## config.mk

```make
export PLATFORM = sky130hd
export DESIGN_NAME = rclc_top
export DESIGN_NICKNAME = d
export VERILOG_FILES = /design/src/verilog/rclc_pkg.sv /design/src/verilog/rclc_one_shot.sv /design/src/verilog/rclc_column_track.sv /design/src/verilog/rclc_top.sv
export SDC_FILE = /design/constraint.sdc
export NUM_CORES = 1
export LEC_CHECK = 0
export BUFFER_PORTS_ARGS = -buffer_cell sky130_fd_sc_hd__buf_2
export CORE_ASPECT_RATIO = 1.5
export CORE_UTILIZATION = 58
export CTS_CLUSTER_DIAMETER = 30
export CTS_CLUSTER_SIZE = 28
export DETAILED_ROUTE_END_ITERATION = 6
export PLACE_DENSITY_LB_ADDON = 0.15
export SLEW_MARGIN = 30
export SYNTH_ARGS = -nofsm -noshare
export SYNTH_HDL_FRONTEND = slang
export SYNTH_SLANG_ARGS = --single-unit
```

## constraint.sdc

```tcl
create_clock -name mclk -period 7.4 [get_ports mclk]
set_clock_uncertainty 0.15 [all_clocks]
set_input_delay 0.37 -clock mclk [delete_from_list [all_inputs] [get_ports mclk]]
set_output_delay 0.37 -clock mclk [all_outputs]
set_load 0.01 [all_outputs]
```

## src/verilog/rclc_pkg.sv

```systemverilog
// constants, state type and timing counts for the reel column loop control
// assumes one logic clock at CLK_KHZ and a single column sensor layout for both columns
`default_nettype none
package rclc_pkg;
    // per column: sensors above the middle zone and below it, ordered top to bottom
    localparam int ZONE_A_SENSORS = 6;
    localparam int ZONE_C_SENSORS = 5;
    localparam int COL_SENSORS = ZONE_A_SENSORS + ZONE_C_SENSORS;
    // midpoint sensor positions within each zone
    localparam int UPPER_MID_IDX = ZONE_A_SENSORS / 2;
    localparam int LOWER_MID_IDX = ZONE_A_SENSORS + ZONE_C_SENSORS / 2;
    // reel index: the right column feeds the file reel, the left the machine reel
    localparam int REEL_FILE = 0;
    localparam int REEL_MACH = 1;
    // driver bit positions in a reel's driver word
    localparam int DRV_A = 0;
    localparam int DRV_B = 1;
    localparam int DRV_C = 2;
    localparam int DRV_D = 3;
    localparam logic [3:0] DRV_OFF = 4'h0;
    localparam logic [3:0] DRV_BRAKED = 4'hC;
    localparam logic [3:0] DRV_HOLD = 4'h4;
    // clock and timing
    localparam int unsigned CLK_KHZ = 250000;
    localparam int unsigned ONESHOT_MS = 20;
    localparam int unsigned ONESHOT_CYCLES = ONESHOT_MS * CLK_KHZ;
    localparam int unsigned STAB_TERMINAL = 8;
    localparam int STAB_CW = 4;
    // per-reel control state
    typedef enum logic [1:0] {
        RCLC_BRAKE,
        RCLC_DRIVE,
        RCLC_COAST
    } rclc_reel_state_type;
endpackage
`default_nettype wire

```

## src/verilog/rclc_one_shot.sv

```systemverilog
// retriggerable velocity feedback one-shot with squelch
// assumes trigger and squelch are single-cycle pulses on mclk
`default_nettype none
module rclc_one_shot #(
    parameter int unsigned CYCLES = 5000000
) (
    input wire logic mclk,
    input wire logic rst_n,
    input wire logic trigger,
    input wire logic squelch,
    output logic active
);
    import rclc_pkg::*;
    localparam int CW = $clog2(CYCLES + 1);
    logic [CW-1:0] cnt_r;

    // a new step restarts the period; retriggers inside it keep the pulse on
    always_ff @(posedge mclk or negedge rst_n)
    begin
        if (!rst_n)
            cnt_r <= '0;
        else if (trigger)
            cnt_r <= CW'(CYCLES);
        else if (squelch)
            cnt_r <= '0;
        else if (cnt_r != '0)
            cnt_r <= cnt_r - CW'(1);
    end

    assign active = (cnt_r != '0);

    a_oneshot_fire: assert property (@(posedge mclk) disable iff (!rst_n)
        trigger |=> active ##1 (active || $past(squelch)))
        else $error("one-shot did not start on a step");

    a_squelch_stop: assert property (@(posedge mclk) disable iff (!rst_n)
        squelch && !trigger |=> !active)
        else $error("one-shot not squelched");
endmodule // rclc_one_shot
`default_nettype wire

```

## src/verilog/rclc_column_track.sv

```systemverilog
// one vacuum column: sensor synchroniser, loop position, zone and motion steps
// assumes sensor bit 0 is the top sensor and a covered sensor reads 1
`default_nettype none
module rclc_column_track #(
    parameter int ZONE_A_N = 6,
    parameter int ZONE_C_N = 5
) (
    input wire logic mclk,
    input wire logic rst_n,
    input wire logic [ZONE_A_N+ZONE_C_N-1:0] sensors,
    input wire logic bottom_hit,
    input wire logic loaded_sense,
    output logic in_upper,
    output logic in_lower,
    output logic in_middle,
    output logic step_down,
    output logic step_up,
    output logic moving_down,
    output logic upper_mid_cov,
    output logic lower_mid_cov,
    output logic bottom_s,
    output logic loaded_s
);
    import rclc_pkg::*;
    localparam int N = ZONE_A_N + ZONE_C_N;
    localparam int CW = $clog2(N + 1);
    localparam logic [CW-1:0] A_CNT = CW'(ZONE_A_N);
    // idle pattern: loop resting in the middle zone, so reset release makes no false step
    localparam logic [N+1:0] SYNC_IDLE = {2'b00, {ZONE_C_N{1'b0}}, {ZONE_A_N{1'b1}}};
    logic [N+1:0] meta_r;
    logic [N+1:0] sync_r;
    logic [CW-1:0] pos_nxt;
    logic [CW-1:0] pos_r;
    logic [CW-1:0] prev_r;
    logic moving_down_r;

    always_ff @(posedge mclk or negedge rst_n)
    begin
        if (!rst_n)
        begin
            meta_r <= SYNC_IDLE;
            sync_r <= SYNC_IDLE;
        end
        else
        begin
            meta_r <= {bottom_hit, loaded_sense, sensors};
            sync_r <= meta_r;
        end
    end

    // loop position is the number of covered sensors
    always_comb
    begin
        pos_nxt = '0;
        for (int k = 0; k < N; k++)
            pos_nxt = pos_nxt + CW'(sync_r[k]);
    end

    always_ff @(posedge mclk or negedge rst_n)
    begin
        if (!rst_n)
        begin
            pos_r <= A_CNT;
            prev_r <= A_CNT;
            moving_down_r <= 1'b0;
        end
        else
        begin
            pos_r <= pos_nxt;
            prev_r <= pos_r;
            if (pos_r > prev_r)
                moving_down_r <= 1'b1;
            else if (pos_r < prev_r)
                moving_down_r <= 1'b0;
        end
    end

    assign step_down = (pos_r > prev_r);
    assign step_up = (pos_r < prev_r);
    // direction follows a step in the same cycle as the new position
    assign moving_down = step_down | (moving_down_r & ~step_up);
    assign in_upper = (pos_r < A_CNT);
    assign in_lower = (pos_r > A_CNT);
    assign in_middle = (pos_r == A_CNT);
    assign upper_mid_cov = sync_r[UPPER_MID_IDX];
    assign lower_mid_cov = sync_r[LOWER_MID_IDX];
    assign loaded_s = sync_r[N];
    assign bottom_s = sync_r[N+1];
endmodule // rclc_column_track
`default_nettype wire

```

## src/verilog/rclc_top.sv

```systemverilog
// column-mode reel control: zones to reel driver enables, feedback, faults, rewind
// assumes driver outputs feed the power gate directly; low-speed control lives elsewhere
`default_nettype none
module rclc_top
    import rclc_pkg::*;
#(
    parameter int unsigned ONESHOT_LEN = rclc_pkg::ONESHOT_CYCLES,
    parameter int unsigned STAB_COUNT = rclc_pkg::STAB_TERMINAL
) (
    input wire logic mclk,
    input wire logic reset_n,
    input wire logic [rclc_pkg::COL_SENSORS-1:0] right_column_sensors,
    input wire logic [rclc_pkg::COL_SENSORS-1:0] left_column_sensors,
    input wire logic right_column_bottom_hit,
    input wire logic left_column_bottom_hit,
    input wire logic right_column_loaded_sense,
    input wire logic left_column_loaded_sense,
    input wire logic motion_request,
    input wire logic backward_request,
    input wire logic rewind_mode,
    input wire logic fast_reel_variant,
    input wire logic fault_clear,
    output logic file_reel_modulated_drive,
    output logic file_reel_drive_b,
    output logic file_reel_drive_c,
    output logic file_reel_drive_d,
    output logic machine_reel_drive_a,
    output logic machine_reel_modulated_drive,
    output logic machine_reel_drive_c,
    output logic machine_reel_drive_d,
    output logic file_reel_brake_cmd,
    output logic machine_reel_brake_cmd,
    output logic hold_current_driver_on,
    output logic low_speed_path_disable,
    output logic left_capstan_cutoff,
    output logic right_capstan_cutoff,
    output logic capstan_drive_enable,
    output logic tape_backward,
    output logic rewind_field_reduce,
    output logic file_reel_field_half,
    output logic machine_reel_field_half,
    output logic columns_loaded,
    output logic column_fault,
    output logic machine_fault
);
    import rclc_pkg::*;

    logic rst_s1_r;
    logic rst_n_i;
    logic [1:0] in_up, in_lo, in_mid, st_dn, st_up, mv_dn, umid, lmid, bot, ld;
    logic [1:0] dn_act, up_act, cut_cond, half_nxt;
    logic [1:0] cinh_r;
    logic loaded_r, col_fault_r, mach_fault_r, fault_ev, bwd;
    logic [STAB_CW-1:0] stab_cnt_r;
    logic stab_r;
    logic left_cut_r, right_cut_r, cap_en_r, bwd_r, rw_field_r;
    logic [1:0] half_r;
    logic [3:0] drv_r [2];
    logic brake_r [2];
    rclc_reel_state_type state_r [2];

    // reset release through two flip-flops
    always_ff @(posedge mclk or negedge reset_n)
    begin
        if (!reset_n)
        begin
            rst_s1_r <= 1'b0;
            rst_n_i <= 1'b0;
        end
        else
        begin
            rst_s1_r <= 1'b1;
            rst_n_i <= rst_s1_r;
        end
    end

    rclc_column_track #(.ZONE_A_N(ZONE_A_SENSORS), .ZONE_C_N(ZONE_C_SENSORS)) u_right_col (
        .mclk(mclk), .rst_n(rst_n_i), .sensors(right_column_sensors),
        .bottom_hit(right_column_bottom_hit), .loaded_sense(right_column_loaded_sense),
        .in_upper(in_up[REEL_FILE]), .in_lower(in_lo[REEL_FILE]),
        .in_middle(in_mid[REEL_FILE]), .step_down(st_dn[REEL_FILE]),
        .step_up(st_up[REEL_FILE]), .moving_down(mv_dn[REEL_FILE]),
        .upper_mid_cov(umid[REEL_FILE]), .lower_mid_cov(lmid[REEL_FILE]),
        .bottom_s(bot[REEL_FILE]), .loaded_s(ld[REEL_FILE])
    );

    rclc_column_track #(.ZONE_A_N(ZONE_A_SENSORS), .ZONE_C_N(ZONE_C_SENSORS)) u_left_col (
        .mclk(mclk), .rst_n(rst_n_i), .sensors(left_column_sensors),
        .bottom_hit(left_column_bottom_hit), .loaded_sense(left_column_loaded_sense),
        .in_upper(in_up[REEL_MACH]), .in_lower(in_lo[REEL_MACH]),
        .in_middle(in_mid[REEL_MACH]), .step_down(st_dn[REEL_MACH]),
        .step_up(st_up[REEL_MACH]), .moving_down(mv_dn[REEL_MACH]),
        .upper_mid_cov(umid[REEL_MACH]), .lower_mid_cov(lmid[REEL_MACH]),
        .bottom_s(bot[REEL_MACH]), .loaded_s(ld[REEL_MACH])
    );

    // rewind forces backward motion
    assign bwd = backward_request | rewind_mode;

    // loaded latch and fault latches; a fault event wins over fault_clear
    assign fault_ev = (|bot) | (loaded_r & ~(&ld));

    always_ff @(posedge mclk or negedge rst_n_i)
    begin
        if (!rst_n_i)
        begin
            loaded_r <= 1'b0;
            col_fault_r <= 1'b0;
            mach_fault_r <= 1'b0;
        end
        else
        begin
            if (fault_ev)
                loaded_r <= 1'b0;
            else if ((&ld) && !col_fault_r)
                loaded_r <= 1'b1;
            col_fault_r <= fault_ev | (col_fault_r & ~fault_clear);
            mach_fault_r <= fault_ev | (mach_fault_r & ~fault_clear);
        end
    end

    // loop stabilisation delay after the motion request drops
    always_ff @(posedge mclk or negedge rst_n_i)
    begin
        if (!rst_n_i)
        begin
            stab_cnt_r <= '0;
            stab_r <= 1'b0;
        end
        else if (motion_request)
        begin
            stab_cnt_r <= '0;
            stab_r <= 1'b0;
        end
        else if (stab_cnt_r == STAB_CW'(STAB_COUNT - 1))
            stab_r <= 1'b1;
        else
            stab_cnt_r <= stab_cnt_r + STAB_CW'(1);
    end

    // velocity feedback one-shots per column, each squelched by the other
    for (genvar c = 0; c < 2; c++)
    begin : g_fb
        rclc_one_shot #(.CYCLES(ONESHOT_LEN)) u_down (
            .mclk(mclk), .rst_n(rst_n_i), .trigger(st_dn[c]), .squelch(st_up[c]),
            .active(dn_act[c])
        );
        rclc_one_shot #(.CYCLES(ONESHOT_LEN)) u_up (
            .mclk(mclk), .rst_n(rst_n_i), .trigger(st_up[c]), .squelch(st_dn[c]),
            .active(up_act[c])
        );
    end

    // rewind cutouts: left loop above upper midpoint, right loop below lower midpoint
    assign cut_cond[REEL_MACH] = rewind_mode & loaded_r & ~umid[REEL_MACH];
    assign cut_cond[REEL_FILE] = rewind_mode & loaded_r & lmid[REEL_FILE];

    // zone-half field reduction, suppressed during rewind
    for (genvar f = 0; f < 2; f++)
    begin : g_half
        assign half_nxt[f] = fast_reel_variant & ~rewind_mode & loaded_r
            & ((in_up[f] & ~umid[f]) | (in_lo[f] & lmid[f]));
    end

    always_ff @(posedge mclk or negedge rst_n_i)
    begin
        if (!rst_n_i)
        begin
            left_cut_r <= 1'b0;
            right_cut_r <= 1'b0;
            cap_en_r <= 1'b0;
            bwd_r <= 1'b0;
            rw_field_r <= 1'b0;
            half_r <= 2'h0;
        end
        else
        begin
            left_cut_r <= cut_cond[REEL_MACH];
            right_cut_r <= cut_cond[REEL_FILE];
            cap_en_r <= motion_request & loaded_r & ~(|cut_cond);
            bwd_r <= bwd;
            rw_field_r <= rewind_mode;
            half_r <= half_nxt;
        end
    end

    // per-reel drive, coast and brake control
    for (genvar i = 0; i < 2; i++)
    begin : g_reel
        logic upper_reg, reg_zone, toward_mid, inhibit, fb_pulse;
        rclc_reel_state_type state_nxt;
        logic [3:0] drv_nxt;

        // which zone this reel regulates depends on tape direction
        assign upper_reg = (i == REEL_FILE) ? ~bwd : bwd;
        assign reg_zone = upper_reg ? in_up[i] : in_lo[i];
        assign toward_mid = upper_reg ? mv_dn[i] : ~mv_dn[i];
        assign inhibit = upper_reg ? (dn_act[i] & in_up[i]) : (up_act[i] & in_lo[i]);
        assign fb_pulse = upper_reg ? dn_act[i] : up_act[i];

        always_ff @(posedge mclk or negedge rst_n_i)
        begin
            if (!rst_n_i)
                cinh_r[i] <= 1'b0;
            else
                cinh_r[i] <= cut_cond[i] | (cinh_r[i] & ~in_mid[i]);
        end

        always_comb
        begin
            state_nxt = state_r[i];
            if (!loaded_r)
                state_nxt = RCLC_BRAKE;
            else if (reg_zone)
            begin
                // coast only while a feedback pulse runs; a still loop drives again after it
                if (toward_mid && fb_pulse && !cinh_r[i])
                    state_nxt = RCLC_COAST;
                else
                    state_nxt = RCLC_DRIVE;
            end
            else
                state_nxt = RCLC_BRAKE;
        end

        always_comb
        begin
            drv_nxt = DRV_OFF;
            if (!loaded_r)
                drv_nxt = DRV_BRAKED;
            else if (stab_r && state_r[i] == RCLC_BRAKE)
                drv_nxt = DRV_HOLD;
            else
            begin
                case (state_r[i])
                    RCLC_DRIVE:
                    begin
                        // coast inhibit holds the modulated driver on against pulses
                        if (upper_reg)
                        begin
                            drv_nxt[DRV_A] = ~inhibit | cinh_r[i];
                            drv_nxt[DRV_D] = 1'b1;
                        end
                        else
                        begin
                            drv_nxt[DRV_B] = ~inhibit | cinh_r[i];
                            drv_nxt[DRV_C] = 1'b1;
                        end
                    end
                    RCLC_COAST:
                    begin
                        if (upper_reg)
                            drv_nxt[DRV_D] = 1'b1;
                        else
                            drv_nxt[DRV_C] = 1'b1;
                    end
                    RCLC_BRAKE:
                    begin
                        if (upper_reg)
                            drv_nxt[DRV_C] = 1'b1;
                        else
                            drv_nxt[DRV_D] = 1'b1;
                    end
                    default:
                        drv_nxt = DRV_BRAKED;
                endcase
            end
        end

        always_ff @(posedge mclk or negedge rst_n_i)
        begin
            if (!rst_n_i)
            begin
                state_r[i] <= RCLC_BRAKE;
                drv_r[i] <= DRV_BRAKED;
                brake_r[i] <= 1'b0;
            end
            else
            begin
                state_r[i] <= state_nxt;
                drv_r[i] <= drv_nxt;
                brake_r[i] <= loaded_r & ~stab_r & (state_r[i] == RCLC_BRAKE);
            end
        end

        a_drive_to_brake: assert property (@(posedge mclk) disable iff (!rst_n_i)
            loaded_r && !fault_ev && in_mid[i] |=> state_r[i] == RCLC_BRAKE)
            else $error("reel did not brake on entering middle zone");

        a_coast_inhibit_hold: assert property (@(posedge mclk) disable iff (!rst_n_i)
            cinh_r[i] && !in_mid[i] |=> cinh_r[i])
            else $error("coast inhibit released outside middle zone");
    end

    assign file_reel_modulated_drive = drv_r[REEL_FILE][DRV_A];
    assign file_reel_drive_b = drv_r[REEL_FILE][DRV_B];
    assign file_reel_drive_c = drv_r[REEL_FILE][DRV_C];
    assign file_reel_drive_d = drv_r[REEL_FILE][DRV_D];
    assign machine_reel_drive_a = drv_r[REEL_MACH][DRV_A];
    assign machine_reel_modulated_drive = drv_r[REEL_MACH][DRV_B];
    assign machine_reel_drive_c = drv_r[REEL_MACH][DRV_C];
    assign machine_reel_drive_d = drv_r[REEL_MACH][DRV_D];
    assign file_reel_brake_cmd = brake_r[REEL_FILE];
    assign machine_reel_brake_cmd = brake_r[REEL_MACH];
    assign hold_current_driver_on = stab_r;
    assign low_speed_path_disable = stab_r;
    assign left_capstan_cutoff = left_cut_r;
    assign right_capstan_cutoff = right_cut_r;
    assign capstan_drive_enable = cap_en_r;
    assign tape_backward = bwd_r;
    assign rewind_field_reduce = rw_field_r;
    assign file_reel_field_half = half_r[REEL_FILE];
    assign machine_reel_field_half = half_r[REEL_MACH];
    assign columns_loaded = loaded_r;
    assign column_fault = col_fault_r;
    assign machine_fault = mach_fault_r;

    a_fault_bottom: assert property (@(posedge mclk) disable iff (!rst_n_i)
        |bot |=> col_fault_r && mach_fault_r && !loaded_r)
        else $error("bottom sensor did not raise a column fault");

    a_fault_uncover: assert property (@(posedge mclk) disable iff (!rst_n_i)
        loaded_r && !(&ld) |=> !loaded_r && col_fault_r && mach_fault_r)
        else $error("loaded sensor uncover did not drop the loaded latch");

    a_stab_delay: assert property (@(posedge mclk) disable iff (!rst_n_i)
        motion_request ##1 !motion_request [*8] |=> stab_r)
        else $error("stabilisation not reached at terminal count");

    a_stab_early: assert property (@(posedge mclk) disable iff (!rst_n_i)
        motion_request ##1 !motion_request [*7] |=> !stab_r)
        else $error("stabilisation reached too early");

    a_hold_degate: assert property (@(posedge mclk) disable iff (!rst_n_i)
        stab_r && !motion_request && loaded_r && state_r[REEL_FILE] == RCLC_BRAKE
        |=> hold_current_driver_on && low_speed_path_disable && !file_reel_drive_d)
        else $error("hold state did not drop driver D");

    a_left_cutout: assert property (@(posedge mclk) disable iff (!rst_n_i)
        rewind_mode && loaded_r && !umid[REEL_MACH]
        |=> left_capstan_cutoff && !capstan_drive_enable)
        else $error("left cutout missing in rewind");

    a_right_cutout: assert property (@(posedge mclk) disable iff (!rst_n_i)
        rewind_mode && loaded_r && lmid[REEL_FILE]
        |=> right_capstan_cutoff && !capstan_drive_enable)
        else $error("right cutout missing in rewind");

    a_rewind_field: assert property (@(posedge mclk) disable iff (!rst_n_i)
        rewind_mode |=> rewind_field_reduce && tape_backward
            && !file_reel_field_half && !machine_reel_field_half)
        else $error("rewind field or direction wrong");

    a_unloaded_braked: assert property (@(posedge mclk) disable iff (!rst_n_i)
        !loaded_r |=> drv_r[REEL_FILE] == DRV_BRAKED && drv_r[REEL_MACH] == DRV_BRAKED)
        else $error("drivers active without loaded columns");
endmodule // rclc_top
`default_nettype wire

```

==> results of run 1 <==
cell usage in the layout (no fill, tap or decap), types with 32 or more instances in the layout:
| master | instances |
|---|---|
| dfrtp_1 | 158 |
| nor2_1 | 91 |
| inv_1 | 58 |
| buf_2 | 54 |
| o21ai_0 | 42 |
| dfstp_2 | 36 |
| xor2_1 | 35 |
| a21oi_1 | 34 |
| nand2_1 | 32 |
| nor3_1 | 32 |
repair_timing:
action,in CTS,in global routing
hold buffers,29,0
hold endpoints to repair,33,0
setup endpoints to repair,0,0
layout make-up:
class,count,area [µm²],share of cell area [%]
Sequential cell,195,4930,47.2
Multi-Input combinational cell,562,3790,36.3
Timing Repair Buffer,86,583,5.59
Clock buffer,17,425,4.08
Tap cell,199,249,2.39
Clock inverter,15,233,2.23
Inverter,59,221,2.12
metrics by stage:
step                utilization (%)  instance area (µm²)
floorplan                         -                 9040
global placement               62.6                 9470
detailed placement             62.6                 9470
CTS                            68.8                10400
global route                   68.9                10400
finish                         68.9                10400
power by group through the flow:
stage	combinational (mW)	clock (mW)	sequential [mW]
final	1.97	0.977	1.53
after global routing	2.21	1.03	1.57
after CTS	1.96	0.992	1.53
after detailed placement	1.93	0	1.55
after global placement	1.84	0	1.53
after floorplan	1.53	0	1.50
flip-flops by register name, summed over array words and instances (netlist names), 2 cells and up:
signal	flops
u_left_col.sync_r	13
u_right_col.prev_r	4
u_left_col.meta_r	13
u_right_col.meta_r	13
g_fb.u_down.cnt_r	46
state_r	4
half_r	2
stab_cnt_r	4
u_left_col.prev_r	4
u_right_col.pos_r	4
cinh_r	2
u_right_col.sync_r	13
g_fb.u_up.cnt_r	46
u_left_col.pos_r	4
worst max-delay path, cell delays in order (launching register included):
cell	delay, ps
dfstp_2	530
ha_1	220
inv_1	80
fa_1	420
fa_1	530
fa_1	550
inv_1	40
ha_1	210
fa_1	390
xor2_1	170
cell families after synthesis:
| kind of cell | count (synthesis) | share of synthesized area (%) |
|---|---|---|
| fa+ha+maj | 39 | 6.40 |
| simple gates | 304 | 18.2 |
| compound gates | 158 | 11.2 |
| xor+xnor | 57 | 5.52 |
| buf+inv | 89 | 3.81 |
| mux | 3 | 0.332 |
| flops | 195 | 54.5 |
| other cells | 1 | 0.0415 |
worst min-delay path by stage:
stage                                 start                      to  slack, ps
after floorplan                     reset_n                 rst_n_i        -80
after global placement              reset_n                rst_s1_r          7
after detailed placement            reset_n                rst_s1_r         10
after CTS                 fast_reel_variant               half_r[1]         20
after global routing         motion_request  hold_current_driver_on         40
final                     fast_reel_variant               half_r[1]         30
metal layers:
metal  routed length, µm  track usage, %  vias up  share of wire, %
met2                9920            44.4      139                54
met3                 627            4.40       29               3.4
met4                 369            10.7        0               2.0
met5                   0               0        -                 0
met1                7510            29.5     3252                41
li1                    -               -     3115                 -
==> qor.yml, run 1 <==
status: "finished, final reports clean"
worst_setup_path_start_kind: "flip-flop"
crit_type: "reg -> reg"
whs_ps: 27.2
power_frac_comb_pct: 44.0
maxSlewViolCount: 0
cts_buffer_depth: 2
grt_pass1_vias: 6865
clk_latency_ps: 450
async_flop_share_pct: 100
core-area_um2: 15100
start_util_pct: 59.7
ir_drop_mv: 0.251
cp-end-kind: "flip-flop"
die_h_um: 155
seqPwrFrac_pct: 34.2
worst_pin_slew_ps: 924
wirelength_um: 18400
hpwl_um: 12600
synthFlopType: "dfrtp_1"
period_needed_ps: 3360
finalPower_mw: 4.48
cts.sinks: 195
cts_setup_buffers: 0
hold_path_depth: 3
hold_viol: 0
vias: 6535
max_freq_mhz: 298
rr_startpoint: "u_left_col.sync_r[0]"
synth_edf_count: 0
ioPinCount: 55
p_switching_mw: 1.90
postSynthAreaPerCell_um2: 10.7
finalCritPeriodShare_pct: 45.4
arrival_ps: 3580
yosysMostFrequentCell: "dfrtp_1"
worstPathMaxFanout: 2
grt_max_degree: 69
io_buffers: 54
antenna_found_initial: 0
root_buffer: "clkbuf_16"
p_leak_nw: 4.69
nets: 993
worstRegToRegCells: 9
finalWorstSetupSlack_ps: 4040
rows: 55
fillers: 1125
gr-total-overflow: 0
cts-buffers-inserted: 17
antenna_cells: 0
pre_cts_slack_ps: 4010
synth_nets: 918
yosys-top-cells-area: "dfrtp_1 44%, dfstp_2 10%, nor2_1 3.8%, ha_1 3.7%, xor2_1 3.4%"
yosysUniqueCellTypes: 65
wl_per_cell_um: 16.3
rsz0062_at_grt: "no"
syn_area_um2: 9040
ant_nets: 0
cts-resized-gates: 0
synthToLayoutAreaGrowth_pct: 15.4
dieArea_um2: 16100
htree_levels: 4
fin_tns_setup_ps: 0
drive_gt1_share_pct: 16.3
critPathLaunch: "u_left_col.sync_r[0]"
setup.worst_path.end: "u_left_col.pos_r[2]"
drt_drc_violations_left: 0
intPower_mw: 2.58
drt_iter0_markers: 371
drv_cap: 0
slew_headroom_pct: 37.8
synth_top_area_share_pct: 44.0
viasPerCell: 5.77
die_w_um: 104
ys_seq_area_share_pct: 54.5
min-delay-path-class: "in -> reg"
cellPowerDensity_nw_per_um2: 430
cts_tree: "done"
globalplace.congestion: 0.811
crit_required_ps: 7620
dp_cells: 1072
ys_top_cells_by_count: "159 x dfrtp_1, 92 x nor2_1, 58 x inv_1, 42 x o21ai_0, 36 x dfstp_2"
yosysWarningCount: 0
ys_seq_elements: 195
finalNonFillerCells: 1133
firstDrtPassIters: 5
clockPowerShare_pct: 21.8
post-synth-top-area-cell: "dfrtp_1"
track_usage_pct: 24.9
netSwitchingFraction_pct: 42.4
syn_inst: 846
timing.rr.end: "u_left_col.pos_r[2]"
path_clk_slew_ps: 80
ff2ff_setup_slack_ps: 4040
grt_pass1_wl_um: 31900
setup-violations-final: 0
(Power assumes the default switching activity.)
==> run 2: changes to the inputs <==
- CORE_UTILIZATION: 58 -> 55
- clock period: 7.4 -> 3.05 ns (I/O delays scaled with it)
==> qor.yml, run 2 (same netlist as run 1, synthesis figures left out) <==
worst_setup_path_start_kind: "flip-flop"
drt_iter0_markers: 401  # +8.1%
maxSlewViolCount: 0  # unchanged
wl_per_cell_um: 16.7  # +2.8%
final_common_cell: "dfrtp_1"
clk_latency_ps: 450  # about the same
status: "finished, violations left"
antenna_cells: 0  # unchanged
cellPowerDensity_nw_per_um2: 1040  # +140%
setup-violations-final: 5  # +5
hold_viol: 0  # unchanged
crit_type: "reg -> reg"
max_freq_mhz: 310  # +4.0%
critPathSlowestCell: "dfstp_2"
ioPinCount: 55  # unchanged
slew_headroom_pct: 54.9  # +17 points
cpPeakStageDelay_ps: 550  # about the same
drv_cap: 0  # unchanged
top_regs: "g_fb.u_down.cnt_r (46), g_fb.u_up.cnt_r (46)"
ir_drop_mv: 0.650  # +160%
io_buffers: 54  # unchanged
track_usage_pct: 24.8  # -0.087 points
worstRegToRegCells: 10  # +1
cts_buffer_depth: 2  # unchanged
gr-total-overflow: 0  # unchanged
core-area_um2: 16100  # +6.5%
die_h_um: 159  # +2.7%
grt_pass1_wl_um: 33700  # +5.5%
final_cell_mix: "158 x dfrtp_1, 92 x nor2_1, 54 x buf_2, 51 x inv_1, 42 x o21ai_0"
cts.sinks: 195  # unchanged
drive_gt1_share_pct: 20.0  # +3.7 points
drt_drc_violations_left: 0  # unchanged
cts_setup_buffers: 0  # unchanged
viasPerCell: 5.80  # +0.61%
start_util_pct: 56.1  # -3.6 points
fin_tns_setup_ps: -626  # -626 ps
failed_checks: "negative setup slack"
antenna_found_initial: 0  # unchanged
finalCritPeriodShare_pct: 106  # +61 points
cts-buffers-inserted: 17  # unchanged
hpwl_um: 13500  # +7.0%
grt_pass1_vias: 7199  # +4.9%
rsz0062_at_grt: "yes"
cts_tree: "done"
min-delay-path-class: "in -> reg"
cp-end-kind: "flip-flop"
cp_cell_sequence: "ha_4 -> inv_2 -> fa_1 -> fa_1 -> fa_1 -> inv_1 -> ha_2 -> inv_2 -> fa_2 -> inv_2"
grt_max_degree: 52  # -25%
root_buffer: "clkbuf_16"
period_needed_ps: 3230  # -129 ps
dieArea_um2: 17000  # +5.4%
crit_required_ps: 3280  # -4340 ps
htree_levels: 4  # unchanged
worstPathMaxFanout: 2  # unchanged
path_clk_slew_ps: 90  # about the same
wirelength_um: 19600  # +6.3%
finalPower_mw: 11.2  # +150%
synthToLayoutAreaGrowth_pct: 19.0
pre_cts_slack_ps: -180  # -4190 ps
die_w_um: 107  # +2.6%
p_leak_nw: 4.85  # +3.3%
vias: 6801  # +4.1%
arrival_ps: 3460  # -120 ps
firstDrtPassIters: 4  # -1
finalWorstSetupSlack_ps: -180  # -4220 ps
hold_path_depth: 5  # +2
worst_pin_slew_ps: 676  # -249 ps
ant_nets: 0  # unchanged
globalplace.congestion: 0.801  # -1.2%
rows: 57  # +3.6%
nets: 1025  # +3.2%
[run 2: changes by cell type in the layout (fill, tap and decap cells not counted), moves of 3 or more]
cell           before  now
dlygate4sd3_1      29   32
fa_1               12    9
inv_1              58   51
ha_4                0    3
fa_2                0    3
ha_1               27   23
buf_4               3   30
inv_2               0    7
[run 2: worst paths after layout]
check,from,to,slack (ps)
worst max-delay path,u_right_col.sync_r[0],u_right_col.pos_r[1],-180
worst min-delay path,backward_request,machine_reel_drive_c,20
worst max register to register,u_right_col.sync_r[0],u_right_col.pos_r[1],-180
worst min register to register,u_left_col.meta_r[9],u_left_col.sync_r[9],200
max in group asynchronous,rst_n_i,g_fb[0].u_up.cnt_r[16],1650
min in group asynchronous,rst_n_i,u_right_col.sync_r[11],220
[run 2: power by group]
| group | internal (mW) | switching (mW) | total (mW) |
|---|---|---|---|
| Combinational | 2.14 | 2.99 | 5.13 |
| Clock | 1.16 | 1.21 | 2.38 |
| Sequential | 3.22 | 0.510 | 3.73 |
[run 2: metal layers]
metal / GRT usage (%) / part of all wire, % / vias up
met2: 44.6 / 54 / 176
met1: 28.6 / 39 / 3385
li1: - / - / 3187
met4: 10.6 / 2.8 / 0
met5: 0 / 0 / -
met3: 4.34 / 3.4 / 53
[run 2: layout make-up]
type / instances / area (µm²)
multi-input combinational: 562 / 3840
fill: 1231 / 5360
clock inverter: 15 / 229
inverter: 59 / 221
clock buffer: 17 / 425
tap: 206 / 258
timing repair buffer: 118 / 856
sequential: 195 / 4930
[run 2: critical path, delay by kind of cell, from the launching register on]
family | cells | cell delay, ps
flops | 1 | 550
buf+inv | 4 | 190
fa+ha+maj | 6 | 2250
[run 2: stage by stage]
stage	hold WS [ps]	std cells	cell area, µm²	utilization, %
finish	18.6	1172	10800	66.7
detailed placement	-209	1108	9730	60.4
CTS	5.50	1172	10700	66.6
floorplan	-293	846	9050	-
global placement	-211	1108	9730	60.4
global route	44.2	1172	10800	66.7
[run 2: what timing repair did]
| item | 4_1_cts | 5_1_grt |
|---|---|---|
| resized for setup | 11 | 3 |
| hold buffers | 32 | 0 |
| pin swaps | 6 | 3 |
| hold endpoints to repair | 41 | 0 |
| setup endpoints to repair | 6 | 6 |
==> run 3: changes to the inputs <==
--- a/config.mk
+++ b/config.mk
@@ -17,2 +17,3 @@
 export SYNTH_HDL_FRONTEND = slang
 export SYNTH_SLANG_ARGS = --single-unit
+export TNS_END_PERCENT = 20
--- a/constraint.sdc
+++ b/constraint.sdc
@@ -3,3 +3,3 @@
 set_input_delay 0.1525 -clock mclk [delete_from_list [all_inputs] [get_ports mclk]]
 set_output_delay 0.1525 -clock mclk [all_outputs]
-set_load 0.01 [all_outputs]
+set_load 0.005 [all_outputs]
==> qor.yml, run 3 (same netlist as run 1, synthesis figures left out) <==
status: "finished, violations left"
failed_checks: "negative setup slack"
final_cell_mix: "158 x dfrtp_1, 92 x nor2_1, 54 x inv_1, 54 x buf_2, 42 x o21ai_0"
grt_pass1_wl_um: 32500  # -3.4%
die_h_um: 159  # unchanged
ff2ff_setup_slack_ps: -150  # +30 ps
top_regs: "g_fb.u_down.cnt_r (46), g_fb.u_up.cnt_r (46)"
grt_max_degree: 79  # +52%
firstDrtPassIters: 4  # unchanged
htree_levels: 4  # unchanged
max_freq_mhz: 313  # +1.0%
cts-buffers-inserted: 17  # unchanged
worstPathMaxFanout: 2  # unchanged
maxSlewViolCount: 0  # unchanged
drv_cap: 0  # unchanged
grt_pass1_vias: 7017  # -2.5%
viasPerCell: 5.68  # -2.1%
fillers: 1251  # +1.6%
dp_cells: 1104  # -0.36%
cts_buffer_depth: 2  # unchanged
crit_required_ps: 3270  # about the same
multi_input_area_um2: 3830  # -0.26%
rows: 57  # unchanged
rsz0062_at_grt: "yes"
wl_per_cell_um: 16.4  # -1.9%
worst_pin_slew_ps: 593  # -83.0 ps
arrival_ps: 3420  # -40 ps
cts.sinks: 195  # unchanged
clk_latency_ps: 440  # about the same
drt_drc_violations_left: 0  # unchanged
track_usage_pct: 24.3  # -0.46 points
crit_type: "reg -> reg"
timing.rr.end: "u_right_col.pos_r[1]"
worstRegToRegCells: 10  # unchanged
vias: 6637  # -2.4%
root_buffer: "clkbuf_16"
antenna_found_initial: 0  # unchanged
period_needed_ps: 3200  # -32.4 ps
slew_headroom_pct: 59.5  # +4.5 points
ant_nets: 0  # unchanged
ir_drop_mv: 0.747  # +15%
hpwl_um: 13500  # -0.24%
worst_setup_path_start_kind: "flip-flop"
hold_viol: 0  # unchanged
wl_met2_um: 10500  # -1.2%
drt_iter0_markers: 302  # -25%
seq_area_um2: 4930  # unchanged
gr-total-overflow: 0  # unchanged
io_buffers: 54  # unchanged
drive_gt1_share_pct: 19.3  # -0.64 points
setup.worst_path.end: "u_right_col.pos_r[1]"
wl_met1_um: 7690  # -0.59%
final_common_cell: "dfrtp_1"
start_util_pct: 56.1  # unchanged
min-delay-path-class: "in -> reg"
pre_cts_slack_ps: -344  # -164 ps
wirelength_um: 19200  # -2.2%
core-area_um2: 16100  # unchanged
cellPowerDensity_nw_per_um2: 1040  # -0.43%
finalNonFillerCells: 1168  # -0.34%
cp-end-kind: "flip-flop"
whs_ps: 46.5  # +27.9 ps
finalWorstSetupSlack_ps: -148  # +32.4 ps
wl_met3_um: 530  # -20%
rr_startpoint: "u_right_col.sync_r[0]"
die_w_um: 107  # unchanged
cts_tree: "done"
setup-violations-final: 5  # unchanged
ioPinCount: 55  # unchanged
p_leak_nw: 4.82  # -0.60%
cts_setup_buffers: 0  # unchanged
highest_layer: "met4"
critPathLaunch: "u_right_col.sync_r[0]"
dieArea_um2: 17000  # unchanged
finalCritPeriodShare_pct: 105  # -1.1 points
antenna_cells: 0  # unchanged
synthToLayoutAreaGrowth_pct: 18.3
globalplace.congestion: 0.833  # +4.0%
path_clk_slew_ps: 80  # about the same
nets: 1021  # -0.39%
==> run 3: cell types whose count changed in the layout (fill, tap and decap cells not counted), sizes merged <==
| cell | delta |
|---|---|
| buf | -4 |
| clkinvlp | +1 |
| inv | -1 |
==> run 3: critical path, cell delays in order, from the launching register on <==
cell and delay (ps):
dfstp_2 560, ha_4 200, inv_2 50, fa_1 440, fa_1 520, fa_1 400
inv_1 70, ha_2 180, inv_2 40, fa_2 500, inv_1 40
==> run 3: power breakdown <==
part           leakage (nW)  switching [mW]  total (mW)  internal [mW]
registers              2.41           0.495        3.72           3.22
clock network         0.304            1.18        2.33           1.15
logic                  2.10            2.97        5.08           2.11
==> run 3: per-stage QoR <==
step	utilization (%)	area, µm²	TNS, ps	power [mW]
after detailed placement	60.1	9680	-1450	8.73
after CTS	66.3	10700	-564	11.2
final	66.3	10700	-590	11.1
after floorplan	-	9040	-656	7.33
after global routing	66.3	10700	-1000	12.0
after global placement	60.1	9680	-859	8.48
==> run 3: worst min-delay path by stage <==
stage / startpoint / end / slack, ps / depth (start not counted)
finish: backward_request / file_reel_drive_d / 50 / 5
global route: backward_request / file_reel_drive_b / 60 / 4
CTS: backward_request / file_reel_drive_d / 30 / 5
detailed placement: reset_n / rst_s1_r / -210 / 1
global placement: reset_n / rst_s1_r / -210 / 1
floorplan: reset_n / rst_s1_r / -290 / 0
==> run 3: layout make-up <==
| type | instances | share of cell area, % |
|---|---|---|
| clock inverter | 15 | 2.04 |
| multi-input combinational | 562 | 35.8 |
| inverter | 59 | 2.07 |
| timing repair buffer | 114 | 7.61 |
| clock buffer | 17 | 3.98 |
| tap | 206 | 2.41 |
| sequential | 195 | 46.1 |
==> run 3: per-layer routing <==
metal  up-vias  GRT usage [%]
met5         -              0
met4         0           8.34
met3        35           4.83
met2       133           44.3
met1      3294           28.2
li1       3175              -
==> run 3: timing repair <==
item,CTS,global route
endpoints found under the hold margin,41,0
endpoints found under the setup margin,6,6
resized for setup,12,0
hold buffers,32,0
pin swaps,12,0
